===== config.mk =====
export PLATFORM = sky130hd
export DESIGN_NAME = twm_ctrl
export DESIGN_NICKNAME = d
export VERILOG_FILES = /design/src/twm_pkg.sv /design/src/twm_ctrl.sv /design/src/twm_sync.sv /design/src/twm_tick.sv
export SDC_FILE = /design/constraint.sdc
export NUM_CORES = 1
export LEC_CHECK = 0
export BUFFER_PORTS_ARGS = -buffer_cell sky130_fd_sc_hd__buf_2
export CORE_ASPECT_RATIO = 1.2
export CORE_MARGIN = 2
export CORE_UTILIZATION = 35
export DETAILED_ROUTE_END_ITERATION = 10
export HOLD_SLACK_MARGIN = 0.12
export PLACE_DENSITY = 0.52
export SKIP_CTS_REPAIR_TIMING = 1
export SLEW_MARGIN = 5
export SYNTH_ARGS = -nofsm -noshare
export SYNTH_HDL_FRONTEND = slang
export SYNTH_HIERARCHICAL = 1
export SYNTH_SLANG_ARGS = --single-unit

===== constraint.sdc =====
create_clock -name pclk -period 3.7 [get_ports pclk]
set_clock_uncertainty 0.15 [all_clocks]
set_input_delay 1.11 -clock pclk [delete_from_list [all_inputs] [get_ports pclk]]
set_output_delay 1.11 -clock pclk [all_outputs]
set_load 0.02 [all_outputs]

===== src/twm_pkg.sv =====
// shared constants and types of the two-wire master handshake block
package twm_pkg;
  // register byte offsets
  localparam logic [7:0] CTRL_OFF = 8'h00;
  localparam logic [7:0] STAT_OFF = 8'h04;
  localparam logic [7:0] DATA_OFF = 8'h08;
  localparam logic [7:0] RATE_OFF = 8'h0c;
  // control_reg field positions
  localparam int FLAG_B  = 7;
  localparam int ACKEN_B = 6;
  localparam int STA_B   = 5;
  localparam int STO_B   = 4;
  localparam int WCOL_B  = 3;
  localparam int EN_B    = 2;
  localparam int IE_B    = 0;
  // status_reg field positions
  localparam int CODE_LSB = 3;
  localparam int PS_MSB   = 1;
  // status codes, prescale bits masked
  localparam logic [7:0] CODE_START    = 8'h08;
  localparam logic [7:0] CODE_RSTART   = 8'h10;
  localparam logic [7:0] CODE_ADDR_ACK = 8'h18;
  localparam logic [7:0] CODE_ADDR_NAK = 8'h20;
  localparam logic [7:0] CODE_DATA_ACK = 8'h28;
  localparam logic [7:0] CODE_DATA_NAK = 8'h30;
  localparam logic [7:0] CODE_ARB_LOST = 8'h38;
  localparam logic [7:0] CODE_NO_INFO  = 8'hf8;
  // reset values
  localparam logic [7:0] RATE_RST  = 8'h00;
  localparam logic [7:0] SHIFT_RST = 8'hff;
  localparam logic [1:0] PS_RST    = 2'h0;
  // half bus-clock period in cycles is HALF_BASE + 1 + rate * 4^prescale
  localparam logic [14:0] HALF_BASE = 15'h0007;
  localparam logic [2:0]  BIT_MSB   = 3'h7;

  typedef enum logic [3:0] {
    S_IDLE, S_HOLD, S_RS1, S_RS2, S_STA1, S_STA2,
    S_BLO, S_BHI, S_ALO, S_AHI, S_SP1, S_SP2, S_SP3
  } twm_state_t;
endpackage : twm_pkg


===== src/twm_ctrl.sv =====
// two-wire master transmitter with software completion handshake, apb slave
//
// Implementation choices: the APB register port and the address map.
`timescale 1ns/1ps
// Summary of operation
// - one byte per operation, flag marks completion
// - irq only with enable bit and global enable
// - status holds event code while flag set
// - writing one to flag bit clears it
// - no new operation while flag set
// - clearing flag starts the selected operation
// - after start set flag, post start code
// - after address set flag, code shows ack
// - after data byte set flag, code shows ack
// - stop completes without flag or status
// - scl held low while flag set
// - operation follows bits of the clearing write
// - code appears cycle after flag, else no-info
// - start code is 08
// - address ack 18, data ack 28
// - data write with flag low: discard, collision
module twm_ctrl (
  // clock and reset
  input  wire logic        pclk,
  input  wire logic        presetn,
  // apb slave
  input  wire logic        psel,
  input  wire logic        penable,
  input  wire logic        pwrite,
  input  wire logic [7:0]  paddr,
  input  wire logic [31:0] pwdata,
  output logic      [31:0] prdata,
  output logic             pready,
  output logic             pslverr,
  // processor interrupt
  input  wire logic        gie_in,
  output logic             irq_req,
  // bus pins, enables active low
  input  wire logic        scl_i,
  output logic             scl_o,
  output logic             scl_oe_n,
  input  wire logic        sda_i,
  output logic             sda_o,
  output logic             sda_oe_n
);
  function automatic logic reg_hit(input logic [7:0] a, input logic [7:0] off);
    reg_hit = (a == off);
  endfunction : reg_hit

  function automatic logic scl_low(input twm_pkg::twm_state_t s);
    scl_low = (s == twm_pkg::S_HOLD) || (s == twm_pkg::S_RS1) || (s == twm_pkg::S_STA2) ||
              (s == twm_pkg::S_BLO) || (s == twm_pkg::S_ALO) || (s == twm_pkg::S_SP1);
  endfunction : scl_low

  function automatic logic sda_low(input twm_pkg::twm_state_t s, input logic b);
    sda_low = (s == twm_pkg::S_STA1) || (s == twm_pkg::S_STA2) || (s == twm_pkg::S_SP1) ||
              (s == twm_pkg::S_SP2) || (((s == twm_pkg::S_BLO) || (s == twm_pkg::S_BHI)) && !b);
  endfunction : sda_low

  // pin synchronisers and half-period timer
  logic [1:0]  pins_s;
  logic        scl_s;
  logic        sda_s;
  logic        tick;
  logic        tick_run;
  logic [14:0] half_lim;

  // software-visible state
  logic        flag_r, flag_nxt;
  logic        acken_r, acken_nxt;
  logic        sta_r, sta_nxt;
  logic        sto_r, sto_nxt;
  logic        wcol_r, wcol_nxt;
  logic        en_r, en_nxt;
  logic        ie_r, ie_nxt;
  logic [7:0]  rate_r, rate_nxt;
  logic [1:0]  ps_r, ps_nxt;
  logic [7:0]  shift_r, shift_nxt;
  logic [7:0]  code_r, code_nxt;
  logic [31:0] rd_r, rd_nxt;
  logic        scl_oen_r, scl_oen_nxt;
  logic        sda_oen_r, sda_oen_nxt;

  // engine state
  twm_pkg::twm_state_t st_r, st_nxt;
  logic [2:0]  bit_r, bit_nxt;
  logic        owned_r, owned_nxt;
  logic        addr_r, addr_nxt;
  logic        rs_r, rs_nxt;
  logic [7:0]  evt_r, evt_nxt;
  logic        set_evt;
  logic        sto_clr;

  logic mapped, wr_en, wr_ctrl, wr_stat, wr_data, wr_rate, launch, rest;

  twm_sync #(.W(2)) u_sync (
    .pclk    (pclk),
    .presetn (presetn),
    .raw_i   ({scl_i, sda_i}),
    .level_o (pins_s)
  );
  assign scl_s = pins_s[1];
  assign sda_s = pins_s[0];

  assign half_lim = twm_pkg::HALF_BASE + ({7'h00, rate_r} << {ps_r, 1'b0});
  assign rest     = (st_r == twm_pkg::S_IDLE) || (st_r == twm_pkg::S_HOLD);
  // released scl waits for the line to rise, so slaves may stretch
  assign tick_run = en_r && !rest && (!scl_oen_r || scl_s);

  twm_tick u_tick (
    .pclk    (pclk),
    .presetn (presetn),
    .run     (tick_run),
    .limit   (half_lim),
    .tick    (tick)
  );

  // apb decode, zero wait states
  assign mapped  = reg_hit(paddr, twm_pkg::CTRL_OFF) || reg_hit(paddr, twm_pkg::STAT_OFF) ||
                   reg_hit(paddr, twm_pkg::DATA_OFF) || reg_hit(paddr, twm_pkg::RATE_OFF);
  assign pready  = psel && penable;
  assign pslverr = pready && !mapped;
  assign wr_en   = pready && pwrite;
  assign wr_ctrl = wr_en && reg_hit(paddr, twm_pkg::CTRL_OFF);
  assign wr_stat = wr_en && reg_hit(paddr, twm_pkg::STAT_OFF);
  assign wr_data = wr_en && reg_hit(paddr, twm_pkg::DATA_OFF);
  assign wr_rate = wr_en && reg_hit(paddr, twm_pkg::RATE_OFF);
  // a flag-clearing write is the only trigger
  assign launch  = wr_ctrl && pwdata[twm_pkg::FLAG_B] && pwdata[twm_pkg::EN_B] && rest;

  // bus engine
  always_comb begin
    st_nxt    = st_r;
    bit_nxt   = bit_r;
    owned_nxt = owned_r;
    addr_nxt  = addr_r;
    rs_nxt    = rs_r;
    evt_nxt   = evt_r;
    set_evt   = 1'b0;
    sto_clr   = 1'b0;
    case (st_r)
      twm_pkg::S_IDLE, twm_pkg::S_HOLD: begin
        if (launch) begin
          if (pwdata[twm_pkg::STA_B] && !pwdata[twm_pkg::STO_B]) begin
            rs_nxt = owned_r;
            st_nxt = owned_r ? twm_pkg::S_RS1 : twm_pkg::S_STA1;
          end else if (pwdata[twm_pkg::STO_B]) begin
            st_nxt  = owned_r ? twm_pkg::S_SP1 : twm_pkg::S_IDLE;
            sto_clr = !owned_r;
          end else begin
            st_nxt  = twm_pkg::S_BLO;
            bit_nxt = twm_pkg::BIT_MSB;
          end
        end
      end
      twm_pkg::S_RS1: if (tick) st_nxt = twm_pkg::S_RS2;
      twm_pkg::S_RS2: if (tick) st_nxt = twm_pkg::S_STA1;
      twm_pkg::S_STA1: begin
        if (tick) begin
          st_nxt    = twm_pkg::S_STA2;
          owned_nxt = 1'b1;
        end
      end
      twm_pkg::S_STA2: begin
        if (tick) begin
          st_nxt   = twm_pkg::S_HOLD;
          set_evt  = 1'b1;
          evt_nxt  = rs_r ? twm_pkg::CODE_RSTART : twm_pkg::CODE_START;
          addr_nxt = 1'b1;
        end
      end
      twm_pkg::S_BLO: if (tick) st_nxt = twm_pkg::S_BHI;
      twm_pkg::S_BHI: begin
        if (tick) begin
          if (shift_r[bit_r] && !sda_s) begin
            st_nxt    = twm_pkg::S_IDLE;
            owned_nxt = 1'b0;
            set_evt   = 1'b1;
            evt_nxt   = twm_pkg::CODE_ARB_LOST;
          end else if (bit_r == 3'h0) begin
            st_nxt = twm_pkg::S_ALO;
          end else begin
            st_nxt  = twm_pkg::S_BLO;
            bit_nxt = bit_r - 3'h1;
          end
        end
      end
      twm_pkg::S_ALO: if (tick) st_nxt = twm_pkg::S_AHI;
      twm_pkg::S_AHI: begin
        if (tick) begin
          st_nxt   = twm_pkg::S_HOLD;
          set_evt  = 1'b1;
          addr_nxt = 1'b0;
          if (addr_r) begin
            evt_nxt = sda_s ? twm_pkg::CODE_ADDR_NAK : twm_pkg::CODE_ADDR_ACK;
          end else begin
            evt_nxt = sda_s ? twm_pkg::CODE_DATA_NAK : twm_pkg::CODE_DATA_ACK;
          end
        end
      end
      twm_pkg::S_SP1: if (tick) st_nxt = twm_pkg::S_SP2;
      twm_pkg::S_SP2: if (tick) st_nxt = twm_pkg::S_SP3;
      twm_pkg::S_SP3: begin
        if (tick) begin
          st_nxt    = twm_pkg::S_IDLE;
          owned_nxt = 1'b0;
          sto_clr   = 1'b1;
        end
      end
      default: st_nxt = twm_pkg::S_IDLE;
    endcase
    // enable may arrive in the same write that launches
    if (!en_r && !launch) begin
      st_nxt    = twm_pkg::S_IDLE;
      owned_nxt = 1'b0;
    end
  end

  always_ff @(posedge pclk or negedge presetn) begin
    if (!presetn) begin
      st_r    <= twm_pkg::S_IDLE;
      bit_r   <= twm_pkg::BIT_MSB;
      owned_r <= 1'b0;
      addr_r  <= 1'b0;
      rs_r    <= 1'b0;
      evt_r   <= twm_pkg::CODE_NO_INFO;
    end else begin
      st_r    <= st_nxt;
      bit_r   <= bit_nxt;
      owned_r <= owned_nxt;
      addr_r  <= addr_nxt;
      rs_r    <= rs_nxt;
      evt_r   <= evt_nxt;
    end
  end

  // registers, read data and pin drivers
  always_comb begin
    flag_nxt  = flag_r;
    acken_nxt = acken_r;
    sta_nxt   = sta_r;
    sto_nxt   = sto_r;
    wcol_nxt  = wcol_r;
    en_nxt    = en_r;
    ie_nxt    = ie_r;
    rate_nxt  = rate_r;
    ps_nxt    = ps_r;
    shift_nxt = shift_r;
    rd_nxt    = rd_r;
    if (wr_ctrl) begin
      acken_nxt = pwdata[twm_pkg::ACKEN_B];
      sta_nxt   = pwdata[twm_pkg::STA_B];
      sto_nxt   = pwdata[twm_pkg::STO_B];
      en_nxt    = pwdata[twm_pkg::EN_B];
      ie_nxt    = pwdata[twm_pkg::IE_B];
      if (pwdata[twm_pkg::FLAG_B]) begin
        flag_nxt = 1'b0;
      end
    end
    if (set_evt) begin
      flag_nxt = 1'b1;
    end
    if (sto_clr && (launch || !wr_ctrl)) begin
      sto_nxt = 1'b0;
    end
    if (wr_data) begin
      if (flag_r) begin
        shift_nxt = pwdata[7:0];
        wcol_nxt  = 1'b0;
      end else begin
        wcol_nxt = 1'b1;
      end
    end
    if (wr_stat) begin
      ps_nxt = pwdata[twm_pkg::PS_MSB:0];
    end
    if (wr_rate) begin
      rate_nxt = pwdata[7:0];
    end
    // code trails the flag by one cycle
    code_nxt = flag_r ? evt_r : twm_pkg::CODE_NO_INFO;
    if (psel && !penable && !pwrite) begin
      rd_nxt = 32'h0000_0000;
      if (reg_hit(paddr, twm_pkg::CTRL_OFF)) begin
        rd_nxt[7:0] = {flag_r, acken_r, sta_r, sto_r, wcol_r, en_r, 1'b0, ie_r};
      end else if (reg_hit(paddr, twm_pkg::STAT_OFF)) begin
        rd_nxt[7:0] = {code_r[7:twm_pkg::CODE_LSB], 1'b0, ps_r};
      end else if (reg_hit(paddr, twm_pkg::DATA_OFF)) begin
        rd_nxt[7:0] = shift_r;
      end else if (reg_hit(paddr, twm_pkg::RATE_OFF)) begin
        rd_nxt[7:0] = rate_r;
      end
    end
    scl_oen_nxt = !(scl_low(st_nxt) || flag_nxt);
    // sda moves a cycle after scl falls, keeps hold time
    sda_oen_nxt = !sda_low(st_r, shift_r[bit_r]);
  end

  always_ff @(posedge pclk or negedge presetn) begin
    if (!presetn) begin
      flag_r    <= 1'b0;
      acken_r   <= 1'b0;
      sta_r     <= 1'b0;
      sto_r     <= 1'b0;
      wcol_r    <= 1'b0;
      en_r      <= 1'b0;
      ie_r      <= 1'b0;
      rate_r    <= twm_pkg::RATE_RST;
      ps_r      <= twm_pkg::PS_RST;
      shift_r   <= twm_pkg::SHIFT_RST;
      code_r    <= twm_pkg::CODE_NO_INFO;
      rd_r      <= 32'h0000_0000;
      scl_oen_r <= 1'b1;
      sda_oen_r <= 1'b1;
    end else begin
      flag_r    <= flag_nxt;
      acken_r   <= acken_nxt;
      sta_r     <= sta_nxt;
      sto_r     <= sto_nxt;
      wcol_r    <= wcol_nxt;
      en_r      <= en_nxt;
      ie_r      <= ie_nxt;
      rate_r    <= rate_nxt;
      ps_r      <= ps_nxt;
      shift_r   <= shift_nxt;
      code_r    <= code_nxt;
      rd_r      <= rd_nxt;
      scl_oen_r <= scl_oen_nxt;
      sda_oen_r <= sda_oen_nxt;
    end
  end

  assign prdata   = rd_r;
  assign irq_req  = flag_r && ie_r && gie_in;
  assign scl_o    = 1'b0;
  assign sda_o    = 1'b0;
  assign scl_oe_n = scl_oen_r;
  assign sda_oe_n = sda_oen_r;

  a_code_after_flag: assert property (@(posedge pclk) disable iff (!presetn)
    $rose(flag_r) |=> (code_r == evt_r) && flag_r) else $error("status code not loaded after flag");
  a_noinfo_clear: assert property (@(posedge pclk) disable iff (!presetn)
    !flag_r ##1 !flag_r |-> code_r == twm_pkg::CODE_NO_INFO) else $error("status not no-info while flag low");
  a_irq_gating: assert property (@(posedge pclk) disable iff (!presetn)
    irq_req |-> flag_r && ie_r && gie_in) else $error("interrupt without enables");
  a_flag_clear: assert property (@(posedge pclk) disable iff (!presetn)
    (wr_ctrl && pwdata[twm_pkg::FLAG_B] && !set_evt) |=> !flag_r) else $error("flag not cleared by write");
  a_zero_keeps: assert property (@(posedge pclk) disable iff (!presetn)
    (wr_ctrl && !pwdata[twm_pkg::FLAG_B] && flag_r) |=> flag_r && $stable(st_r)) else $error("zero write acted");
  a_scl_stretch: assert property (@(posedge pclk) disable iff (!presetn)
    flag_r |-> !scl_oe_n) else $error("scl released while flag set");
  a_idle_while_flag: assert property (@(posedge pclk) disable iff (!presetn)
    (flag_r && !(wr_ctrl && pwdata[twm_pkg::FLAG_B])) |=> $stable(st_r)) else $error("operation began under flag");
  a_start_code: assert property (@(posedge pclk) disable iff (!presetn)
    (st_r == twm_pkg::S_STA2 && tick && !rs_r) |=> flag_r ##1 code_r == twm_pkg::CODE_START)
    else $error("start code wrong");
  a_stop_silent: assert property (@(posedge pclk) disable iff (!presetn)
    (st_r == twm_pkg::S_SP3 && tick && !wr_ctrl) |=> !flag_r && st_r == twm_pkg::S_IDLE) else $error("stop raised flag");
  a_write_collide: assert property (@(posedge pclk) disable iff (!presetn)
    (wr_data && !flag_r) |=> wcol_r && shift_r == $past(shift_r)) else $error("collision not handled");
  a_launch_moves: assert property (@(posedge pclk) disable iff (!presetn)
    (launch && !pwdata[twm_pkg::STO_B]) |=> st_r != twm_pkg::S_HOLD && !flag_r) else $error("launch did not start");
endmodule : twm_ctrl


===== src/twm_sync.sv =====
// three-stage input synchroniser with agreement filter
`timescale 1ns/1ps
module twm_sync #(
  parameter int W = 2
) (
  // clock and reset
  input  wire logic         pclk,
  input  wire logic         presetn,
  // raw and filtered levels
  input  wire logic [W-1:0] raw_i,
  output logic      [W-1:0] level_o
);
  logic [W-1:0] s1_r;
  logic [W-1:0] s2_r;
  logic [W-1:0] s3_r;
  logic [W-1:0] lvl_r;
  logic [W-1:0] lvl_nxt;

  // change accepted once stages two and three agree
  always_comb begin
    lvl_nxt = lvl_r;
    for (int i = 0; i < W; i++) begin
      if (s2_r[i] == s3_r[i]) begin
        lvl_nxt[i] = s3_r[i];
      end
    end
  end

  always_ff @(posedge pclk or negedge presetn) begin
    if (!presetn) begin
      s1_r  <= '1;
      s2_r  <= '1;
      s3_r  <= '1;
      lvl_r <= '1;
    end else begin
      s1_r  <= raw_i;
      s2_r  <= s1_r;
      s3_r  <= s2_r;
      lvl_r <= lvl_nxt;
    end
  end

  assign level_o = lvl_r;
endmodule : twm_sync


===== src/twm_tick.sv =====
// half-period enable pulse generator for the bus clock
`timescale 1ns/1ps
module twm_tick (
  // clock and reset
  input  wire logic        pclk,
  input  wire logic        presetn,
  // control
  input  wire logic        run,
  input  wire logic [14:0] limit,
  // one-cycle enable
  output logic             tick
);
  logic [14:0] cnt_r;
  logic [14:0] cnt_nxt;
  logic        tick_r;
  logic        tick_nxt;

  always_comb begin
    cnt_nxt  = cnt_r;
    tick_nxt = 1'b0;
    if (!run) begin
      cnt_nxt = 15'h0000;
    end else if (cnt_r >= limit) begin
      cnt_nxt  = 15'h0000;
      tick_nxt = 1'b1;
    end else begin
      cnt_nxt = cnt_r + 15'h0001;
    end
  end

  always_ff @(posedge pclk or negedge presetn) begin
    if (!presetn) begin
      cnt_r  <= 15'h0000;
      tick_r <= 1'b0;
    end else begin
      cnt_r  <= cnt_nxt;
      tick_r <= tick_nxt;
    end
  end

  assign tick = tick_r;
endmodule : twm_tick


==> run_results.csv <==
group,metric,value,unit
cells_and_area,area_growth,13.0,%
grt,grt_pass1_wl,18900,um
die,rows,47,
drt,drtIter0Drc,254,
setup_path,critical_path_arrival,2.32,ns
timing,hold_slack,0.205,ns
placed_design,place_congestion,0.799,
clock_network,clockBufferDepth,2,
timing,period_share,96.8,%
cells_and_area,final_cell_mix,"47 x dfrtp_1, 35 x inv_1, 35 x buf_2",
drt,wl_per_cell,15.8,um
yosys,netlist_area,4840,um2
yosys,avgSynthCellArea,10.0,um2
grt,grt_overflow_total,0,
clock_network,clock_latency,0.35,ns
timing,final-hold-violation-count,0,
drt,finalWirelength,11000,um
job,drv_cap,0,
yosys,yosys_warnings,6,
setup_path,setup.worst_path.end_class,"output pin",
placed_design,io_buffer_count,36,
yosys,synthFlopType,"dfrtp_1",
min_path,min_from,"u_sync/s1_r[1]",
clock_network,cts.sinks,77,
grt,grt_max_degree,78,
drt,drc,0,
setup_path,worstSetupPathType,"primary input to output pin",
yosys,syn-instance-count,482,
setup_path,cp_max_fo,3,
timing,drv_slew,0,
yosys,synth-seq-cells,77,
min_path,hold_end,"u_sync/s2_r[1]",
yosys,muxShareOfSynthArea,11.5,%
power,ir_worst_vdd,0.218,mV
drt,antenna_left,0,
die,fp.dieW,111,um
yosys,synthSimpleGateAreaFrac,18.5,%
setup_path,r2r_slack,0.26,ns
run_status,outcome,"finished, final reports clean",
timing,final.setup.tns,0,ns
clock_network,path_clk_slew,0.06,ns
drt,firstDrtPassIters,4,
die,core_area,13600,um2
yosys,synth_compound_area_share,11.1,%
die,die_h,133,um
setup_path,r2r-end,"u_tick/cnt_r[8]",
yosys,synthAdderAreaFrac,5.64,%
timing,fin_crit,3.58,ns
clock_network,cts_max_level,3,
die,initial_core_util,35.5,%
placed_design,placed_area,5140,um2
yosys,synthXorXnorAreaFrac,3.80,%
clock_network,cts_tree,"built",
min_path,hp-class,"register to register",
grt,grt_usage,16.0,%
clock_network,cts_root_buffer,"clkbuf_16",
die,pin_count,87,
setup_path,critPathLaunchType,"primary input",
cells_and_area,drive_above_1_share,27.3,%
min_path,hold_path_depth,0,
die,die-area,14800,um2
cells_and_area,fin_nets,591,
cells_and_area,fillers,1386,
placed_design,dp_hpwl,8230,um
setup_path,required,2.44,ns
yosys,synth-async-reset-ratio,100,%
power,totalPowerFinal,1.95,mW
setup_path,r2r_cells,12,
cells_and_area,multiInputGateArea,2550,um2
cells_and_area,mostFrequentLayoutCell,"dfrtp_1",
timing,setup_viol,0,
power,p_leak,2.35,nW
timing,max_freq,0.279,GHz
yosys,seq_area_frac_synth,40.6,%
grt,grt_antenna_before_repair,0,
drt,vias,3622,
cells_and_area,antenna_cells,0,
drt,post_drt_via_cell_ratio,5.18,
clock_network,cts_buffers,9,
timing,slew-limit-headroom,35.6,%
grt,first_global_vias,3702,
power,powerDensity,356,nW/um2
timing,tightest_slew,0.967,ns
placed_design,dp_slack,0.0619,ns
cells_and_area,design_area,5470,um2
setup_path,r2r_start,"ps_r[1]",
timing,fin_ws,0.120,ns
cells_and_area,seq_area,1960,um2
yosys,yosysUniqueCellTypes,68,
yosys,synth_edf_count,0,
timing,rsz0062_at_grt,"no",
yosys,synth_top_family_by_area,"simple AND/OR/NAND/NOR gates",
metal layers:
| layer | up-vias | track usage, % | share of wire, % |
|---|---|---|---|
| li1 | 1753 | - | - |
| met5 | - | 0 | 0 |
| met3 | 17 | 4.12 | 4.2 |
| met4 | 0 | 5.28 | 2.0 |
| met2 | 83 | 26.1 | 49 |
| met1 | 1769 | 20.7 | 44 |
critical path: stages:
cell and delay (ns):
buf_2 0.10, or4_4 0.55, or2_4 0.25, and2_2 0.16
buf_2 0.15
final cells by class:
cell class | count | area share, %
inverters | 35 | 2.40
well taps | 171 | 3.91
repair buffers | 48 | 5.22
clock buffers | 10 | 4.19
flip-flops and latches | 77 | 35.9
multi-input cells | 352 | 46.6
clock inverters | 6 | 1.72
registers in the layout, indices dropped and copies added (netlist names), 2 cells and up:
register,cells
evt_r,4
bit_r,3
u_sync/s3_r,2
code_r,4
u_sync/s2_r,2
u_sync/level_o,2
u_tick/cnt_r,15
u_sync/s1_r,2
rate_r,8
st_r,4
shift_r,8
ps_r,2
prdata,8
stage by stage:
step,util (%),instances
6_report,40.1,699
5_1_grt,40.1,699
4_1_cts,40.0,699
3_5_place_dp,37.6,683
3_3_place_gp,37.6,683
2_1_floorplan,-,508
cells in the mapped netlist (all sizes together) (6+ instances only):
| cell | count | area [um2] |
|---|---|---|
| clkbuf | 11 | 45.1 |
| dfstp | 29 | 762 |
| and3 | 6 | 37.5 |
| xnor2 | 17 | 149 |
| nand3 | 20 | 110 |
| nor4 | 23 | 171 |
| a21oi | 19 | 95.1 |
| a22o | 8 | 70.1 |
| nor2b | 8 | 50.1 |
| o21ai | 18 | 90.1 |
| nand2b | 6 | 37.5 |
| nand2 | 31 | 116 |
| buf | 33 | 255 |
| mux2 | 27 | 330 |
| mux4 | 6 | 135 |
| ha | 20 | 250 |
| nand4 | 8 | 56.3 |
| inv | 35 | 131 |
| dfrtp | 48 | 1200 |
| mux2i | 9 | 90.1 |
| nor2 | 33 | 124 |
| nor3 | 9 | 50.1 |
how the worst max path moves through the flow:
| stage | from | end | slack (ns) | depth (start not counted) |
|---|---|---|---|---|
| finish | paddr[1] | pslverr | 0.12 | 5 |
| global route | ps_r[1] | u_tick/cnt_r[14] | 0.05 | 12 |
| CTS | ps_r[0] | u_tick/cnt_r[5] | 0.05 | 13 |
| detailed placement | ps_r[0] | u_tick/cnt_r[8] | 0.06 | 13 |
| global placement | paddr[1] | pslverr | 0.12 | 5 |
| floorplan | ps_r[0] | u_tick/cnt_r[10] | 0.31 | 15 |
report_power, final:
part,total [mW],internal (mW),switching [mW],leakage [nW]
Clock,0.961,0.598,0.363,0.154
Combinational,0.115,0.0335,0.0812,1.24
Sequential,0.870,0.860,0.00965,0.954
Total,1.95,1.49,0.454,2.35
kinds of logic (layout without fill, tap and decap cells):
logic type               Yosys count  count (layout)
AND/OR/NAND/NOR                  162             162
buffers and inverters             79              99
AO/OA/AOI/OAI                     78              78
flip-flops                        77              77
multiplexers                      42              42
adder cells (fa/ha/maj)           22              22
XOR/XNOR                          21              21
other                              1              27
Power figures use the tool's default switching activity.
